===== config.mk =====
export PLATFORM = sky130hd
export DESIGN_NAME = twm_top
export DESIGN_NICKNAME = d
export VERILOG_FILES = /design/src/verilog/twm_pkg.sv /design/src/verilog/twm_top.sv
export SDC_FILE = /design/constraint.sdc
export NUM_CORES = 1
export LEC_CHECK = 0
export ABC_AREA = 1
export BUFFER_PORTS_ARGS = -buffer_cell sky130_fd_sc_hd__buf_4
export CAP_MARGIN = 20
export CORE_MARGIN = 2
export CORE_UTILIZATION = 35
export DETAILED_ROUTE_END_ITERATION = 10
export PLACE_DENSITY = 0.61
export RECOVER_POWER = 50
export SKIP_CTS_REPAIR_TIMING = 1
export SYNTH_ARGS = -nofsm -noshare
export SYNTH_HDL_FRONTEND = slang
export SYNTH_SLANG_ARGS = --single-unit

===== constraint.sdc =====
create_clock -name aclk -period 3.9 [get_ports aclk]
set_input_delay 0.585 -clock aclk [delete_from_list [all_inputs] [get_ports aclk]]
set_output_delay 0.585 -clock aclk [all_outputs]
set_load 0.005 [all_outputs]

===== src/verilog/twm_pkg.sv =====
// constants, register map and field layout of the waveform timer
package twm_pkg;

	////////////////////////////////////////////////////////////////////////
	// register byte offsets on the bus
	localparam logic [7:0] OFS_CONTROL_A  = 8'h00;
	localparam logic [7:0] OFS_COUNTER    = 8'h04;
	localparam logic [7:0] OFS_COMPARE    = 8'h08;
	localparam logic [7:0] OFS_FLAGS      = 8'h0C;
	localparam logic [7:0] OFS_DIRECTION  = 8'h10;

	// values after reset
	localparam logic [7:0] RST_CONTROL_A  = 8'h00;
	localparam logic [7:0] RST_COUNTER    = 8'h00;
	localparam logic [7:0] RST_COMPARE    = 8'h00;

	// counter extremes
	localparam logic [7:0] CNT_BOTTOM     = 8'h00;
	localparam logic [7:0] CNT_MAX        = 8'hFF;

	// control register field positions
	localparam int POS_FORCE   = 7;
	localparam int POS_WGM_LO  = 6;
	localparam int POS_WGM_HI  = 3;

	// flag register bit positions
	localparam int POS_OVF     = 0;
	localparam int POS_CMP     = 1;

	// prescaler tap masks: a tick when the low bits are all ones
	localparam int PRE_W = 10;
	localparam logic [9:0] MASK_DIV8    = 10'h007;
	localparam logic [9:0] MASK_DIV64   = 10'h03F;
	localparam logic [9:0] MASK_DIV256  = 10'h0FF;
	localparam logic [9:0] MASK_DIV1024 = 10'h3FF;

	// bus responses
	localparam logic [1:0] RESP_OKAY   = 2'b00;
	localparam logic [1:0] RESP_DECERR = 2'b11;

	// waveform modes, clock selects and output modes
	typedef enum logic [1:0] {
		WM_NORMAL, WM_PHASE, WM_CLEAR, WM_FAST
	} twm_mode_t;
	localparam logic [2:0] CS_STOP = 3'b000;
	localparam logic [2:0] CS_DIV1 = 3'b001;
	localparam logic [2:0] CS_DIV8 = 3'b010;
	localparam logic [2:0] CS_DIV64 = 3'b011;
	localparam logic [2:0] CS_DIV256 = 3'b100;
	localparam logic [2:0] CS_DIV1024 = 3'b101;
	localparam logic [2:0] CS_EXT_FALL = 3'b110;
	localparam logic [2:0] CS_EXT_RISE = 3'b111;
	localparam logic [1:0] COM_OFF = 2'b00;
	localparam logic [1:0] COM_TOGGLE = 2'b01;
	localparam logic [1:0] COM_CLEAR = 2'b10;
	localparam logic [1:0] COM_SET = 2'b11;

	// control register layout, bit 7 down to bit 0
	typedef struct packed {
		logic       force_compare_strobe;
		logic       waveform_mode_lo;
		logic [1:0] compare_output_mode;
		logic       waveform_mode_hi;
		logic [2:0] clock_select;
	} twm_ctrl_t;

endpackage


===== src/verilog/twm_top.sv =====
// 8-bit timer with one compare output, four waveform modes, AXI4-Lite regs
//
// Behaviour
// fast PWM with toggle mode inverts the output on every compare match.
// PWM modes load compare value at TOP; other modes use it at once.
// waveform mode 1 counts up to MAX then down to BOTTOM, repeating.
// phase-correct is 8-bit, reverses at MAX, stays at MAX one tick.
// non-inverting clears on up-count match, sets on down; inverting reverse.
// output mode two is non-inverted, three is inverted phase-correct PWM.
// phase-correct sets the overflow flag each time the counter hits BOTTOM.
// a phase-correct period is 510 ticks from the selected prescale tap.
// compare at BOTTOM gives constant low, at MAX constant high (non-inv).
// output changes at BOTTOM without a match to keep symmetry.
// everything on one clock; the tick is only a clock enable.
// force strobe applies the output action at once in non-PWM modes only.
// force strobe reads zero; software writes zero to it in PWM modes.
// mode field in bits 6 and 3; TOP and overflow point per mode.
// the output reaches the pin only when its direction is output.
// control register resets to zero: normal mode, stopped, disconnected.
// clock select picks stop, five prescale taps or external edges.
// non-PWM output modes: off, toggle, clear, set on match.
// writing the counter suppresses the compare match on the next tick.
// both flags clear by vector acknowledge or by writing a one.
//
// Added by the designer: the AXI4-Lite register port and the register addresses.
`timescale 1ns/100ps
module twm_top (
	// clock, reset, enable
	input  wire logic        aclk,
	input  wire logic        aresetn,
	input  wire logic        ce,
	// axi4-lite write address and data
	input  wire logic        awvalid,
	output logic             awready,
	input  wire logic [7:0]  awaddr,
	input  wire logic        wvalid,
	output logic             wready,
	input  wire logic [31:0] wdata,
	input  wire logic [3:0]  wstrb,
	// axi4-lite write response
	output logic             bvalid,
	input  wire logic        bready,
	output logic [1:0]       bresp,
	// axi4-lite read
	input  wire logic        arvalid,
	output logic             arready,
	input  wire logic [7:0]  araddr,
	output logic             rvalid,
	input  wire logic        rready,
	output logic [31:0]      rdata,
	output logic [1:0]       rresp,
	// external count input and flag handshakes
	input  wire logic        external_count_input,
	input  wire logic        overflow_ack,
	input  wire logic        compare_ack,
	output logic             overflow_flag,
	output logic             compare_match_flag,
	// compare output pin
	output logic             compare_output_pin,
	output logic             compare_output_oe
);
	import twm_pkg::*;

	twm_ctrl_t   ctrl;
	logic [7:0]  counter_value;
	logic [7:0]  compare_value;
	logic [7:0]  compare_buf;
	logic        pin_direction;
	logic        count_up;
	logic        wave;
	logic        match_block;
	logic [PRE_W-1:0] prescale;
	logic        ext_prev;
	logic        aw_held, w_held;
	logic [7:0]  aw_addr_q;
	logic [7:0]  w_data_q;
	logic        w_lane_q;

	////////////////////////////////////////////////////////////////////////
	// decoding shared by several processes
	function automatic logic reg_hit(input logic [7:0] a);
		reg_hit = (a == OFS_CONTROL_A) || (a == OFS_COUNTER) ||
			(a == OFS_COMPARE) || (a == OFS_FLAGS) ||
			(a == OFS_DIRECTION);
	endfunction

	function automatic logic tap(input logic [PRE_W-1:0] p,
		input logic [PRE_W-1:0] m);
		tap = ((p & m) == m);
	endfunction

	// level after a non-pwm compare event, match or forced
	function automatic logic com_action(input logic [1:0] cm,
		input logic w);
		case (cm)
			COM_TOGGLE: com_action = !w;
			COM_CLEAR:  com_action = 1'b0;
			COM_SET:    com_action = 1'b1;
			default:    com_action = w;
		endcase
	endfunction

	twm_mode_t mode;
	logic      pwm;
	logic      tick;
	logic      wr_fire;
	logic      wr_ok;
	logic [7:0] ocr;
	logic      match;
	logic      at_top;
	logic      force_now;
	twm_ctrl_t wr_ctrl;
	logic      next_wave;
	logic      inv;

	// mode field is split over bits 6 and 3, high bit at 3
	assign mode = twm_mode_t'({ctrl.waveform_mode_hi,
		ctrl.waveform_mode_lo});
	assign pwm  = (mode == WM_PHASE) || (mode == WM_FAST);
	assign inv  = ctrl.compare_output_mode[0];
	// pwm modes compare against the buffered copy
	assign ocr  = pwm ? compare_buf : compare_value;

	// tick source; the tick only enables, never clocks
	always_comb begin // see R11 //
		case (ctrl.clock_select)
			CS_STOP:     tick = 1'b0;
			CS_DIV1:     tick = 1'b1;
			CS_DIV8:     tick = tap(prescale, MASK_DIV8);
			CS_DIV64:    tick = tap(prescale, MASK_DIV64);
			CS_DIV256:   tick = tap(prescale, MASK_DIV256);
			CS_DIV1024:  tick = tap(prescale, MASK_DIV1024);
			CS_EXT_FALL: tick = ext_prev && !external_count_input;
			CS_EXT_RISE: tick = !ext_prev && external_count_input;
			default:     tick = 1'b0;
		endcase
	end

	assign wr_fire = aw_held && w_held && !bvalid;
	assign wr_ok   = wr_fire && w_lane_q;
	assign match   = tick && !match_block && (counter_value == ocr);
	assign at_top  = tick && (counter_value == CNT_MAX);
	// strobe and the modes it acts in arrive in the same write
	assign wr_ctrl   = twm_ctrl_t'(w_data_q);
	assign force_now = wr_ok && (aw_addr_q == OFS_CONTROL_A) &&
		w_data_q[POS_FORCE] && !wr_ctrl.waveform_mode_lo;

	////////////////////////////////////////////////////////////////////////
	// prescaler and external edge sampler, free running
	always_ff @(posedge aclk) begin
		if (!aresetn) begin
			prescale <= '0;
			ext_prev <= 1'b0;
		end else if (ce) begin
			prescale <= prescale + 1'b1;
			ext_prev <= external_count_input;
		end
	end

	////////////////////////////////////////////////////////////////////////
	// write channels: address and data taken in either order
	always_ff @(posedge aclk) begin
		if (!aresetn) begin
			aw_held <= 1'b0;
			w_held <= 1'b0;
			aw_addr_q <= 8'h00;
			w_data_q <= 8'h00;
			w_lane_q <= 1'b0;
			bvalid <= 1'b0;
			bresp <= RESP_OKAY;
			awready <= 1'b0;
			wready <= 1'b0;
		end else if (ce) begin
			awready <= !aw_held && !(awvalid && awready);
			wready <= !w_held && !(wvalid && wready);
			if (awvalid && awready) begin
				aw_held <= 1'b1;
				aw_addr_q <= {awaddr[7:2], 2'b00};
			end
			if (wvalid && wready) begin
				w_held <= 1'b1;
				w_data_q <= wdata[7:0];
				w_lane_q <= wstrb[0];
			end
			if (wr_fire) begin
				bvalid <= 1'b1;
				bresp <= reg_hit(aw_addr_q) ? RESP_OKAY : RESP_DECERR;
			end else if (bvalid && bready) begin
				bvalid <= 1'b0;
				aw_held <= 1'b0;
				w_held <= 1'b0;
			end
		end
	end

	// control and direction registers; strobe bit is never stored
	always_ff @(posedge aclk) begin
		if (!aresetn) begin
			ctrl <= twm_ctrl_t'(RST_CONTROL_A);
			pin_direction <= 1'b0;
		end else if (ce && wr_ok) begin
			if (aw_addr_q == OFS_CONTROL_A)
				ctrl <= twm_ctrl_t'({1'b0, w_data_q[6:0]});
			if (aw_addr_q == OFS_DIRECTION)
				pin_direction <= w_data_q[0];
		end
	end

	// compare value and its top-loaded buffer
	always_ff @(posedge aclk) begin
		if (!aresetn) begin
			compare_value <= RST_COMPARE;
			compare_buf <= RST_COMPARE;
		end else if (ce) begin
			if (wr_ok && aw_addr_q == OFS_COMPARE)
				compare_value <= w_data_q;
			if (!pwm || at_top)
				compare_buf <= compare_value;
		end
	end

	////////////////////////////////////////////////////////////////////////
	// counter sequencing per mode
	always_ff @(posedge aclk) begin
		if (!aresetn) begin
			counter_value <= RST_COUNTER;
			count_up <= 1'b1;
			match_block <= 1'b0;
		end else if (ce) begin
			if (wr_ok && aw_addr_q == OFS_COUNTER) begin
				counter_value <= w_data_q;
				match_block <= 1'b1;
			end else if (tick) begin
				match_block <= 1'b0;
				case (mode)
					WM_PHASE: begin // see R3 // see R4 //
						if (count_up && counter_value == CNT_MAX) begin
							count_up <= 1'b0;
							counter_value <= counter_value - 1'b1;
						end else if (!count_up &&
							counter_value == CNT_BOTTOM) begin
							count_up <= 1'b1;
							counter_value <= counter_value + 1'b1;
						end else if (count_up)
							counter_value <= counter_value + 1'b1;
						else
							counter_value <= counter_value - 1'b1;
					end
					WM_CLEAR: begin
						count_up <= 1'b1;
						counter_value <= match ? CNT_BOTTOM :
							counter_value + 1'b1;
					end
					default: begin
						count_up <= 1'b1;
						counter_value <= counter_value + 1'b1;
					end
				endcase
			end
		end
	end

	// flags: a hardware set beats a clear in the same cycle
	always_ff @(posedge aclk) begin
		if (!aresetn) begin
			overflow_flag <= 1'b0;
			compare_match_flag <= 1'b0;
		end else if (ce) begin
			if ((mode == WM_PHASE) ? (tick && !count_up &&
				counter_value == CNT_BOTTOM) : at_top)
				overflow_flag <= 1'b1; // see R7 //
			else if (overflow_ack || (wr_ok && aw_addr_q == OFS_FLAGS &&
				w_data_q[POS_OVF]))
				overflow_flag <= 1'b0;
			if (match)
				compare_match_flag <= 1'b1;
			else if (compare_ack || (wr_ok && aw_addr_q == OFS_FLAGS &&
				w_data_q[POS_CMP]))
				compare_match_flag <= 1'b0;
		end
	end

	////////////////////////////////////////////////////////////////////////
	// waveform level
	always_comb begin
		next_wave = wave;
		case (mode)
			WM_FAST: begin
				if (ctrl.compare_output_mode == COM_TOGGLE) begin
					if (match)
						next_wave = !wave;
				end else if (ctrl.compare_output_mode[1]) begin
					// compare at top: match ignored, top action only
					if (at_top)
						next_wave = !inv;
					else if (match && ocr != CNT_MAX)
						next_wave = inv;
				end
			end
			WM_PHASE: begin
				if (ctrl.compare_output_mode[1]) begin
					// bottom restores the pre-up-match level
					if (tick && !count_up && counter_value == CNT_BOTTOM)
						next_wave = (ocr != CNT_BOTTOM) ^ inv;
					else if (match && ocr != CNT_MAX &&
						ocr != CNT_BOTTOM)
						next_wave = count_up ? inv : !inv;
					else if (ocr == CNT_MAX && at_top)
						next_wave = !inv;
				end
			end
			default: begin
				if (match)
					next_wave = com_action(ctrl.compare_output_mode,
						wave);
			end
		endcase
		// a forced compare uses the output mode written with it
		if (force_now)
			next_wave = com_action(wr_ctrl.compare_output_mode, wave);
	end

	always_ff @(posedge aclk) begin
		if (!aresetn) begin
			wave <= 1'b0;
			compare_output_pin <= 1'b0;
			compare_output_oe <= 1'b0;
		end else if (ce) begin
			wave <= next_wave;
			compare_output_pin <= next_wave;
			// reserved pwm code 01 in phase mode leaves pin to port
			compare_output_oe <= pin_direction &&
				(ctrl.compare_output_mode != COM_OFF) &&
				!(mode == WM_PHASE &&
				ctrl.compare_output_mode == COM_TOGGLE);
		end
	end

	////////////////////////////////////////////////////////////////////////
	// read channel, one cycle after the address is taken
	always_ff @(posedge aclk) begin
		if (!aresetn) begin
			arready <= 1'b0;
			rvalid <= 1'b0;
			rdata <= 32'h0000_0000;
			rresp <= RESP_OKAY;
		end else if (ce) begin
			arready <= !rvalid && !(arvalid && arready);
			if (arvalid && arready) begin
				rvalid <= 1'b1;
				rresp <= reg_hit(araddr) ? RESP_OKAY : RESP_DECERR;
				case ({araddr[7:2], 2'b00})
					OFS_CONTROL_A:
						rdata <= {24'h00_0000, 1'b0,
							ctrl[6:0]};
					OFS_COUNTER:   rdata <= {24'h00_0000, counter_value};
					OFS_COMPARE:   rdata <= {24'h00_0000, compare_value};
					OFS_FLAGS:     rdata <= {30'h0000_0000,
						compare_match_flag, overflow_flag};
					OFS_DIRECTION: rdata <= {31'h0000_0000, pin_direction};
					default:       rdata <= 32'h0000_0000;
				endcase
			end else if (rvalid && rready)
				rvalid <= 1'b0;
		end
	end

	////////////////////////////////////////////////////////////////////////
	// checks
	a_pc_max_turn: assert property (@(posedge aclk) disable iff (!aresetn)
		ce && tick && mode == WM_PHASE && count_up &&
		counter_value == CNT_MAX && !wr_ok |=>
		counter_value == 8'hFE && !count_up)
		else $error("phase mode did not turn at max");
	a_pc_bottom_ovf: assert property (@(posedge aclk) disable iff (!aresetn)
		ce && tick && mode == WM_PHASE && !count_up &&
		counter_value == CNT_BOTTOM && !wr_ok |=>
		overflow_flag && count_up)
		else $error("no overflow at bottom in phase mode");
	a_normal_wrap: assert property (@(posedge aclk) disable iff (!aresetn)
		ce && at_top && mode == WM_NORMAL && !wr_ok |=>
		counter_value == CNT_BOTTOM && overflow_flag)
		else $error("normal mode wrap or flag wrong");
	a_ctc_clear: assert property (@(posedge aclk) disable iff (!aresetn)
		ce && match && mode == WM_CLEAR && !wr_ok |=>
		counter_value == CNT_BOTTOM && compare_match_flag)
		else $error("clear mode did not clear on match");
	a_fast_toggle: assert property (@(posedge aclk) disable iff (!aresetn)
		ce && match && mode == WM_FAST &&
		ctrl.compare_output_mode == COM_TOGGLE |=>
		wave != $past(wave))
		else $error("fast toggle missed");
	a_pc_up_clear: assert property (@(posedge aclk) disable iff (!aresetn)
		ce && match && mode == WM_PHASE && count_up &&
		ctrl.compare_output_mode == COM_CLEAR && ocr != CNT_MAX &&
		ocr != CNT_BOTTOM |=> !wave && !compare_output_pin)
		else $error("up-count match did not clear");
	a_force_set: assert property (@(posedge aclk) disable iff (!aresetn)
		ce && force_now && !tick &&
		wr_ctrl.compare_output_mode == COM_SET |=>
		wave && $stable(counter_value))
		else $error("forced set not applied");
	a_write_blocks: assert property (@(posedge aclk) disable iff (!aresetn)
		ce && wr_ok && aw_addr_q == OFS_COUNTER |=>
		match_block)
		else $error("counter write did not block match");
	a_ctrl_strobe: assert property (@(posedge aclk) disable iff (!aresetn)
		rvalid |-> rdata[POS_FORCE] == 1'b0 ||
		$past(araddr) != OFS_CONTROL_A)
		else $error("strobe read back as one");
	a_pin_gate: assert property (@(posedge aclk) disable iff (!aresetn)
		ce && !pin_direction |=> !compare_output_oe)
		else $error("pin driven without direction");

	c_pc_period: cover property (@(posedge aclk) disable iff (!aresetn)
		mode == WM_PHASE && tick && !count_up &&
		counter_value == CNT_BOTTOM);
	c_fast_toggle: cover property (@(posedge aclk) disable iff (!aresetn)
		mode == WM_FAST && match && ctrl.compare_output_mode == COM_TOGGLE);
	c_force: cover property (@(posedge aclk) disable iff (!aresetn)
		force_now);
	c_ctc_wrap: cover property (@(posedge aclk) disable iff (!aresetn)
		mode == WM_CLEAR && match);

endmodule // twm_top

==> results of run 1 <==
-- registers in the layout (all words and copies together), names as in the netlist, 6 cells and up --
register       flops
w_data_q           8
counter_value      8
compare_value      8
prescale          10
ctrl               7
compare_buf        8
rdata              8
aw_addr_q          6
-- through the flow --
step | total power (W) | util (%) | hold WS [ns]
final | 0.001848 | 40.98 | 0.4523
after global routing | 0.001909 | 40.98 | 0.4782
after CTS | 0.001863 | 41.09 | 0.4442
after detailed placement | 0.0009921 | 38.74 | 0.4586
after global placement | 0.0009915 | 38.74 | 0.4484
after floorplan | 0.0009561 | - | 0.4300
-- kinds of logic (layout without fill, tap and decap cells) --
logic type / after synthesis / count (layout)
buf+inv: 127 / 151
xor+xnor: 11 / 11
simple gates: 290 / 290
compound gates: 173 / 173
other cells: 1 / 24
flops: 81 / 81
fa+ha+maj: 8 / 8
-- worst max-delay path, cell delays in order --
cell      delay (ns)
clkbuf_1        1.18
inv_1           0.70
clkbuf_2        0.55
a21oi_1         0.21
o21ai_0         0.09
-- path summary, 6_finish.rpt --
path	endpoint	slack, ns	start
worst min-delay path	rresp[0]$_SDFFE_PN0P_	0.45	araddr[0]
worst min register to register	w_lane_q$_SDFFE_PN0P_	0.46	w_lane_q$_SDFFE_PN0P_
worst max-delay path	count_up$_SDFFE_PN1P_	0.78	aresetn
worst max register to register	counter_value[2]$_SDFFE_PN0P_	1.02	ctrl[3]$_SDFFE_PN0P_
-- power groups by stage --
stage	Combinational [W]	Clock, W	Sequential, W
after floorplan	0.0000817	0	0.000874
after global placement	0.000114	0	0.000877
after detailed placement	0.000114	0	0.000878
after CTS	0.000115	0.000888	0.000859
after global routing	0.000129	0.000919	0.000861
final	0.000113	0.000877	0.000859
-- synth_stat cells, drive strengths merged (3+ instances only) --
cell    number  share of area [%]
nand2      162                 14
dfxtp       81                 35
inv         78                6.3
a21oi       76                8.5
nor2        75                6.6
o21ai       61                6.6
buf         32                5.1
nand3       30                3.4
clkbuf      16                1.3
a211oi      10                1.6
nor3        10                1.3
ha           8                2.1
xor2         8                1.5
nand4        7               0.94
o211ai       6                1.1
o221ai       5               0.94
nor4         3               0.54
o21a         3               0.48
xnor2        3               0.56
-- final cells by class --
class                           instances  area [um^2]  area share, %
Multi-Input combinational cell        506         2531          47.01
Sequential cell                        81         1622          30.12
Timing Repair Buffer                   56        406.6          7.553
Inverter                               79        296.5          5.508
Clock buffer                           12        256.5          4.764
Tap cell                              176        220.2          4.090
Clock inverter                          4        51.30         0.9528
-- layer usage --
| metal | wire length (um) | GRT usage, % | vias up |
|---|---|---|---|
| li1 | - | - | 2314 |
| met1 | 5682 | 21.99 | 2016 |
| met2 | 5788 | 29.85 | 95 |
| met3 | 442 | 2.969 | 20 |
| met4 | 358 | 8.162 | 0 |
| met5 | 0 | 0 | - |
-- placed cells by master (no fill, tap or decap), drive strengths merged --
cell type / n
a221o: 1
bufinv: 1
or2: 2
nor4: 3
a211oi: 10
nand2: 162
conb: 24
inv: 78
nand4: 7
o21a: 3
clkbuf: 35
nor3b: 1
o22ai: 2
xnor2: 3
o21ai: 61
clkinv: 3
nor2: 75
nor3: 10
nand3: 30
o211ai: 6
o2111ai: 1
buf: 33
a22oi: 2
o21bai: 2
o221ai: 5
a2111oi: 1
a21boi: 1
dfxtp: 81
o31ai: 1
ha: 8
a21oi: 76
xor2: 8
clkinvlp: 1
a31oi: 1
==> flow_summary.rst, run 1 <==
.. list-table::
   :header-rows: 1

   * - Metric
     - Value
   * - Result of the run
     - complete, but fails checks
   * - Violated checks
     - max-capacitance violations, max-slew violations
   * - Final critical-path setup slack
     - 0.7843 ns
   * - Count of nets after finishing
     - 804
   * - Final setup viols
     - 0
   * - GR Overflow Total
     - 0
   * - Register bit total from synthesis
     - 81
   * - Summed negative setup slack over all endpoints
     - 0 ns
   * - I/O Buffers
     - 54
   * - Slew at the pin closest to its max-slew limit
     - 1.675 ns
   * - DRC violation total after the first TritonRoute iteration
     - 214
   * - Share of flip-flops with an asynchronous set or reset
     - 0%
   * - Worst hold path stage count
     - 3
   * - Power share of the clock group
     - 47.4%
   * - Post-synth cell types
     - between 40 and 50
   * - Placed inst area
     - roughly 5100 um^2
   * - Internal power of the cells
     - around 0.0014 W
   * - Row cnt
     - between 40 and 50
   * - Count of flip-flops with a built-in enable after synthesis
     - 0
   * - Synth Instances
     - 691
   * - Bufs on Longest Clock Path
     - 2
   * - Largest family of logic cells by synthesized area
     - simple AND/OR/NAND/NOR gates
   * - Sequential cell area fraction in the yosys report
     - 34.79%
   * - Initial Utilization
     - 35.48%
   * - Type of the worst setup path
     - in -> reg
   * - Sinks on Clock Net
     - 81
   * - Number of antenna violations at the first check in global routing
     - 0
   * - Area growth syn-to-layout
     - 15.52%
   * - Total non-filler cell area in the finished layout
     - ~5400 um^2
   * - Average vias per placed instance
     - about 5
   * - CORE AREA
     - between 10000 and 15000 um^2
   * - Worst max-slew margin expressed relative to the limit
     - -11.64%
   * - CTS clock-pin slew for the worst setup and hold paths
     - approximately 0.06 ns
   * - Vias in the first global route
     - 4191
   * - Drc violations
     - 0
   * - Maximum number of pins on one net before global-route repair
     - 43
   * - CP startpoint kind
     - input pin
   * - Placed cells
     - around 900
   * - CTS H-Tree Depth
     - 3
   * - Width of the die
     - roughly 120 um
   * - Antenna Violating Nets Remaining
     - 0
   * - Later-pin clock latency in the skew report
     - between 0.3 and 0.4 ns
   * - Min Tclk post-route
     - just over 3 ns
   * - Final weighted congestion in routability-driven placement
     - 0.9351
   * - Primary flip-flop cell chosen by synthesis mapping
     - dfxtp_1
   * - Reg2reg path depth
     - 16
   * - Data arrival time of the critical path
     - between 3 and 4 ns
   * - Clock Skews
     - roughly 0.0057 ns
   * - Timing-limited maximum frequency
     - 0.3210 GHz
   * - First-pass GRT wire length
     - about 20 mm
   * - Post-DP HPWL
     - 9.249 mm
   * - Net switching fraction of the power
     - between 20% and 30%
   * - Req. time, crit path
     - about 4.1 ns
   * - Placement Setup Slack
     - about 1.1 ns
   * - Multiplexer fraction of the synthesized cell area
     - 0%
   * - Fillers
     - approximately 1.4k
   * - Worst vdd rail ir drop
     - ~0.00020 V
   * - Average wire per standard cell
     - between 10 and 15 um
   * - Switching Power
     - roughly 0.00043 W
   * - Worst Hold Class
     - in -> reg
   * - Total clock buffers created by CTS
     - 9
   * - Final number of hold-violating endpoints
     - 0
   * - Sequential share of power
     - a little under half
   * - Total of warnings raised by yosys
     - 0
   * - Number of pins with negative max-slew slack in the final report
     - 43
   * - Top fanout value on the critical path
     - between 40 and 50
   * - Adder and majority cell fraction of the synthesized area
     - under 10%
   * - Combinational group share of total power
     - just over 6%
   * - Mean instance size in the synthesized netlist
     - between 6 and 7 um^2
   * - Count of antenna diodes in the layout
     - 0
   * - Cell Count, Final, Fillers Out
     - 914
   * - Number of max-capacitance violations reported
     - 1
   * - Total number of vias
     - 4445
   * - XOR/XNOR Fraction of Synth Area
     - under 10%
   * - Category of the worst setup path capture point
     - flop
   * - LEAKAGE
     - 2.191 nW
   * - Ports placed on the boundary
     - between 100 and 150
   * - Post-detailed-routing wire length
     - 12.27 mm
   * - Fraction of the cycle the final worst path needs
     - approximately four fifths
   * - Master cell of the clock root buffer
     - clkbuf_16
   * - Setup repair after global routing missed its margin
     - no
   * - Power density cells
     - roughly 340 nW/um^2
   * - Vertical die dimension
     - ~120 um
   * - Area of the die
     - roughly 14000 um^2
   * - Share of layout cells above drive strength 1
     - a little over an eighth
   * - Synth Area in Simple Gates
     - between 20% and 30%
   * - CTS tree
     - yes
   * - 1st-pass router iterations
     - 5
   * - Compound-gate portion of the synthesized area
     - a little over a fifth
   * - Mapped Area
     - about 4700 um^2
   * - Total global-route track usage
     - ~18%
(Power assumes the default switching activity.)
==> run 2: changes to the inputs <==
Settings changed: PLACE_DENSITY 0.61 to 0.63.
Clock period 3.9 ns to 2.8 ns, I/O delays scaled along.
==> flow_summary.rst, run 2 (synthesis results as in run 1) <==
.. list-table::
   :header-rows: 1

   * - Metric
     - Value
   * - Master cell of the clock root buffer
     - clkbuf_16
   * - LEAKAGE
     - roughly 2.3 nW
   * - Combinational group share of total power
     - a little under 6%
   * - Area occupied by multi-input gates
     - 2534 um^2
   * - Ports placed on the boundary
     - ~110
   * - Bufs on Longest Clock Path
     - 2
   * - Data arrival time of the critical path
     - 2.78 ns
   * - Number of max-capacitance violations reported
     - 1
   * - 1st-pass router iterations
     - 4
   * - Antenna Violating Nets Remaining
     - 0
   * - Final setup viols
     - 0
   * - Sequential share of power
     - a little over two fifths
   * - Number of pins with negative max-slew slack in the final report
     - between 40 and 50
   * - Sinks on Clock Net
     - around 80
   * - Area growth syn-to-layout
     - 18.47%
   * - Drc violations
     - 0
   * - Count of nets after finishing
     - between 800 and 900
   * - Width of the die
     - ~120 um
   * - Net switching fraction of the power
     - a little over a fifth
   * - Req. time, crit path
     - slightly above 3 ns
   * - First-pass GRT wire length
     - 19.87 mm
   * - CORE AREA
     - ~13000 um^2
   * - Register with the highest flop count
     - prescale
   * - Fraction of the cycle the final worst path needs
     - around nine tenths
   * - Row cnt
     - 42
   * - Top fanout value on the critical path
     - 13
   * - CP startpoint kind
     - flop
   * - Post-DP HPWL
     - just over 9 mm
   * - Min Tclk post-route
     - around 2.6 ns
   * - Worst max-slew margin expressed relative to the limit
     - -7.190%
   * - Power share of the clock group
     - 51.2%
   * - Type of the worst setup path
     - reg -> reg
   * - Total clock buffers created by CTS
     - 9
   * - Vertical die dimension
     - roughly 120 um
   * - Count of antenna diodes in the layout
     - 0
   * - CTS H-Tree Depth
     - 3
   * - Average vias per placed instance
     - around 4.8
   * - Category of the worst setup path capture point
     - flop
   * - Worst vdd rail ir drop
     - approximately 0.00037 V
   * - Power density cells
     - 503.6 nW/um^2
   * - Later-pin clock latency in the skew report
     - ~0.34 ns
   * - Commonest non-fill, non-tap cell in the layout
     - nand2_1
   * - DRC violation total after the first TritonRoute iteration
     - approximately 180
   * - Seq. cell area
     - 1622 um^2
   * - Internal power of the cells
     - ~0.0022 W
   * - Final number of hold-violating endpoints
     - 0
   * - Slew at the pin closest to its max-slew limit
     - roughly 1.6 ns
   * - Average wire per standard cell
     - 13.12 um
   * - Commonest cells after routing, fill and taps aside
     - nand2_1 (154), dfxtp_1 (81), inv_1 (76)
   * - Worst Hold Class
     - in -> reg
   * - Max FFs per register
     - 10
   * - I/O Buffers
     - 54
   * - Final weighted congestion in routability-driven placement
     - a little under 0.9
   * - Initial Utilization
     - between 30 and 40%
   * - Post-layout util
     - between 40% and 50%
   * - Number of antenna violations at the first check in global routing
     - 0
   * - Clock Skews
     - ~0.0057 ns
   * - Vias in the first global route
     - about 4.1k
   * - Share of layout cells above drive strength 1
     - between 10 and 15%
   * - Timing-limited maximum frequency
     - between 0.3 and 0.4 GHz
   * - Maximum number of pins on one net before global-route repair
     - 42
   * - CTS clock-pin slew for the worst setup and hold paths
     - about 0.060 ns
   * - Fillers
     - between 1k and 1.5k
   * - Area of the die
     - around 14000 um^2
   * - Total global-route track usage
     - between 10% and 20%
   * - Total number of vias
     - ~4.5k
   * - GR Overflow Total
     - 0
   * - CTS tree
     - yes
   * - Violated checks
     - max-capacitance violations, max-slew violations
   * - Summed negative setup slack over all endpoints
     - 0 ns
   * - Switching Power
     - between 0.0005 and 0.0006 W
   * - Result of the run
     - complete, but fails checks
   * - Setup repair after global routing missed its margin
     - no
   * - Post-detailed-routing wire length
     - roughly 12 mm
## run 2: cell types whose count changed in the layout (fill, tap and decap cells not counted), sizes merged
| cell | previous run | this run |
|---|---|---|
| clkinv | 3 | 2 |
| bufinv | 1 | 4 |
| clkinvlp | 1 | 0 |
| buf | 33 | 42 |
## run 2: area by class of cell
class                   instances  area share (%)
clock buffers                  10           4.147
inverters                      79           5.370
repair buffers                 67           8.906
flip-flops and latches         81           29.37
clock inverters                 5           2.334
multi-input cells             506           45.89
well taps                     176           3.988
## run 2: routing by layer
| layer | track usage [%] | part of all wire, % | vias up |
|---|---|---|---|
| met2 | 30.75 | 49 | 89 |
| met3 | 2.730 | 3.8 | 15 |
| met4 | 5.882 | 1.7 | 0 |
| li1 | - | - | 2336 |
| met1 | 21.49 | 45 | 2030 |
| met5 | 0 | 0 | - |
## run 2: critical path, cell delays in order (launching register included)
cell	delay (ns)
dfxtp_1	0.47
inv_1	0.08
ha_2	0.25
inv_2	0.13
nand2_4	0.15
nand2_1	0.12
nand2_1	0.10
nand2_1	0.09
nand2_1	0.05
inv_1	0.05
nand2_1	0.06
nor2_2	0.13
nand2_1	0.11
nand2_1	0.11
nand2_1	0.11
nor2_4	0.17
o21ai_1	0.09
o211ai_1	0.09
a21oi_1	0.08
## run 2: path summary, 6_finish.rpt
path,from,to,slack (ns),cells after the start
max,ctrl[3]$_SDFFE_PN0P_,counter_value[6]$_SDFFE_PN0P_,0.25,18
min reg2reg,w_lane_q$_SDFFE_PN0P_,w_lane_q$_SDFFE_PN0P_,0.46,2
max reg2reg,ctrl[3]$_SDFFE_PN0P_,counter_value[6]$_SDFFE_PN0P_,0.25,18
min,araddr[0],rresp[0]$_SDFFE_PN0P_,0.30,3
## run 2: through the flow
stage	std cells	total power, W	area (um^2)	setup WS [ns]	hold WS, ns
after global routing	924	0.002883	5522	0.006183	0.3142
after CTS	924	0.002809	5530	0.1703	0.2858
after global placement	909	0.001384	5172	0.2069	0.4495
after detailed placement	909	0.001385	5172	0.1988	0.4539
after floorplan	714	0.001332	4747	0.6372	0.4300
final	924	0.002781	5522	0.2477	0.2980
## run 2: power by group through the flow
stage               combinational, W  sequential, W  clock [W]
floorplan                   0.000114        0.00122          0
global placement            0.000162        0.00122          0
detailed placement          0.000163        0.00122          0
CTS                         0.000164        0.00120    0.00145
global route                0.000184        0.00120    0.00150
finish                      0.000160        0.00120    0.00142
==> run 3: changes to the inputs <==
Settings changed: CELL_PAD_IN_SITES_DETAIL_PLACEMENT from default to 0, CELL_PAD_IN_SITES_GLOBAL_PLACEMENT from default to 1, PLACE_DENSITY 0.63 to 0.8.
Clock period 2.8 ns to 3.1 ns, I/O delays scaled along.
==> flow_summary.rst, run 3 (synthesis results as in run 1) <==
.. list-table::
   :header-rows: 1

   * - Metric
     - Value
   * - LEAKAGE
     - about 2.2 nW
   * - Placed inst area
     - between 5000 and 6000 um^2
   * - Post-layout util
     - between 40% and 50%
   * - Number of antenna violations at the first check in global routing
     - 0
   * - First-pass GRT wire length
     - 20.71 mm
   * - Width of the die
     - 119.4 um
   * - Register with the highest flop count
     - prescale
   * - Worst vdd rail ir drop
     - approximately 0.00023 V
   * - Post-detailed-routing wire length
     - roughly 13 mm
   * - Seq. cell area
     - 1622 um^2
   * - Final setup viols
     - 0
   * - Met1 WL
     - roughly 6 mm
   * - DRC violation total after the first TritonRoute iteration
     - around 330
   * - Antenna Violating Nets Remaining
     - 0
   * - Vertical die dimension
     - about 120 um
   * - Total chip power
     - 0.002231 W
   * - CTS clock-pin slew for the worst setup and hold paths
     - 0.06 ns
   * - WP buf/inv
     - 3
   * - Fillers
     - ~1.4k
   * - Worst max-slew margin expressed relative to the limit
     - ~33%
   * - Cell Count, Final, Fillers Out
     - 919
   * - CTS tree
     - yes
   * - Total non-filler cell area in the finished layout
     - 5399 um^2
   * - Met3 wire length
     - a little over 400 um
   * - Post-DP HPWL
     - 9.627 mm
   * - Most frequent cell on the critical path
     - nand2_1
   * - Category of the worst setup path capture point
     - flop
   * - Vias in the first global route
     - roughly 4.1k
   * - Area occupied by multi-input gates
     - 2531 um^2
   * - Timing-limited maximum frequency
     - 0.3804 GHz
   * - Top fanout value on the critical path
     - 13
   * - Setup repair after global routing missed its margin
     - no
   * - Worst path max stage delay
     - between 0.4 and 0.5 ns
   * - Summed negative setup slack over all endpoints
     - 0 ns
   * - Number of max-capacitance violations reported
     - 0
   * - Later-pin clock latency in the skew report
     - 0.34 ns
   * - Fraction of the cycle the final worst path needs
     - 84.80%
   * - GR Overflow Total
     - 0
   * - Master of the slowest instance on the critical path
     - dfxtp_1
   * - Placed cells
     - approximately 900
   * - CP delay by family, top
     - simple AND/OR/NAND/NOR gates
   * - Maximum number of pins on one net before global-route repair
     - 43
   * - Reg2reg path depth
     - 18
   * - Average wire per standard cell
     - around 14 um
   * - Area of the die
     - roughly 14000 um^2
   * - Result of the run
     - completed
   * - CTS H-Tree Depth
     - 3
   * - Commonest non-fill, non-tap cell in the layout
     - nand2_1
   * - Count of antenna diodes in the layout
     - 0
   * - I/O Buffers
     - 54
   * - Req. time, crit path
     - 3.31 ns
   * - Routed length on met2
     - about 6.1 mm
   * - Share of layout cells above drive strength 1
     - a little over an eighth
   * - Worst hold path stage count
     - 3
   * - Final weighted congestion in routability-driven placement
     - about 0.86
   * - Average vias per placed instance
     - roughly 4.9
   * - Top routing layer used
     - met4
   * - Master cell of the clock root buffer
     - clkbuf_16
   * - CP startpoint kind
     - flop
   * - Number of pins with negative max-slew slack in the final report
     - 0
   * - Data arrival time of the critical path
     - 2.84 ns
   * - Slew at the pin closest to its max-slew limit
     - approximately 1 ns
   * - Final number of hold-violating endpoints
     - 0
   * - Count of nets after finishing
     - a little over 800
   * - Total number of vias
     - around 4.5k
   * - Drc violations
     - 0
   * - Total global-route track usage
     - approximately 18%
   * - CORE AREA
     - ~13000 um^2
   * - Bufs on Longest Clock Path
     - 2
   * - Commonest cells after routing, fill and taps aside
     - nand2_1 (154), dfxtp_1 (81), inv_1 (76)
   * - Area growth syn-to-layout
     - 15.84%
   * - Crit path cell chain
     - inv_1, ha_1, inv_2, nand2_4, nand2_1, nand2_1, nand2_1, nand2_1, inv_1, nand2_1, nor2_2, nand2_1, nand2_1, nand2_1, nor2_4, o21bai_1, o211ai_1, a21oi_1
   * - Depth of the critical timing path with buffers and inverters included
     - 18
   * - Worst Hold Class
     - in -> reg
   * - Max FFs per register
     - 10
   * - Min Tclk post-route
     - 2.629 ns
   * - Type of the worst setup path
     - reg -> reg
   * - Clock Skews
     - 0.007282 ns
   * - Sinks on Clock Net
     - 81
   * - Row cnt
     - between 40 and 50
   * - Total clock buffers created by CTS
     - 9
   * - Ports placed on the boundary
     - between 100 and 150
   * - Initial Utilization
     - a little over a third
   * - 1st-pass router iterations
     - 5
   * - Power density cells
     - 413.2 nW/um^2
[run 3: changes by cell type in the layout (fill, tap and decap cells not counted), sizes merged]
cell,delta
buf,-4
bufinv,-4
clkinv,+1
clkinvlp,+4
clkbuf,-2
[run 3: worst paths after layout]
kind | slack [ns] | endpoint | start
max | 0.47 | counter_value[3]$_SDFFE_PN0P_ | ctrl[3]$_SDFFE_PN0P_
min | 0.34 | rresp[0]$_SDFFE_PN0P_ | araddr[0]
max reg2reg | 0.47 | counter_value[3]$_SDFFE_PN0P_ | ctrl[3]$_SDFFE_PN0P_
min reg2reg | 0.46 | w_lane_q$_SDFFE_PN0P_ | w_lane_q$_SDFFE_PN0P_
[run 3: power breakdown]
| group | internal [W] | leakage (nW) | total [W] | switching (W) |
|---|---|---|---|---|
| Combinational | 0.0000560 | 1.41 | 0.000143 | 0.0000871 |
| Clock | 0.000564 | 0.127 | 0.00101 | 0.000443 |
| Sequential | 0.00106 | 0.657 | 0.00108 | 0.0000164 |
| Total | 0.00168 | 2.20 | 0.00223 | 0.000547 |
[run 3: area by class of cell]
type	count	area share, %
Tap cell	176	4.079
Sequential cell	81	30.03
Clock buffer	10	4.426
Clock inverter	6	0.8111
Inverter	79	5.492
Timing Repair Buffer	61	8.273
Multi-Input combinational cell	506	46.88
[run 3: worst min-delay path, delay by kind of cell]
family	cells	cell delay, ns
buffers and inverters	2	0.12
AO/OA/AOI/OAI	1	0.06
[run 3: layer usage]
layer	vias to the layer above	track usage, %
li1	2322	-
met1	2056	23.86
met2	92	31.07
met3	19	2.155
met4	0	6.838
met5	-	0
[run 3: metrics by stage]
| step | hold WS (ns) | worst slack, ns |
|---|---|---|
| 5_1_grt | 0.3419 | 0.2537 |
| 4_1_cts | 0.3304 | 0.5196 |
| 2_1_floorplan | 0.4300 | 0.9372 |
| 6_report | 0.3393 | 0.4712 |
| 3_3_place_gp | 0.4453 | 0.5598 |
| 3_5_place_dp | 0.4511 | 0.5442 |
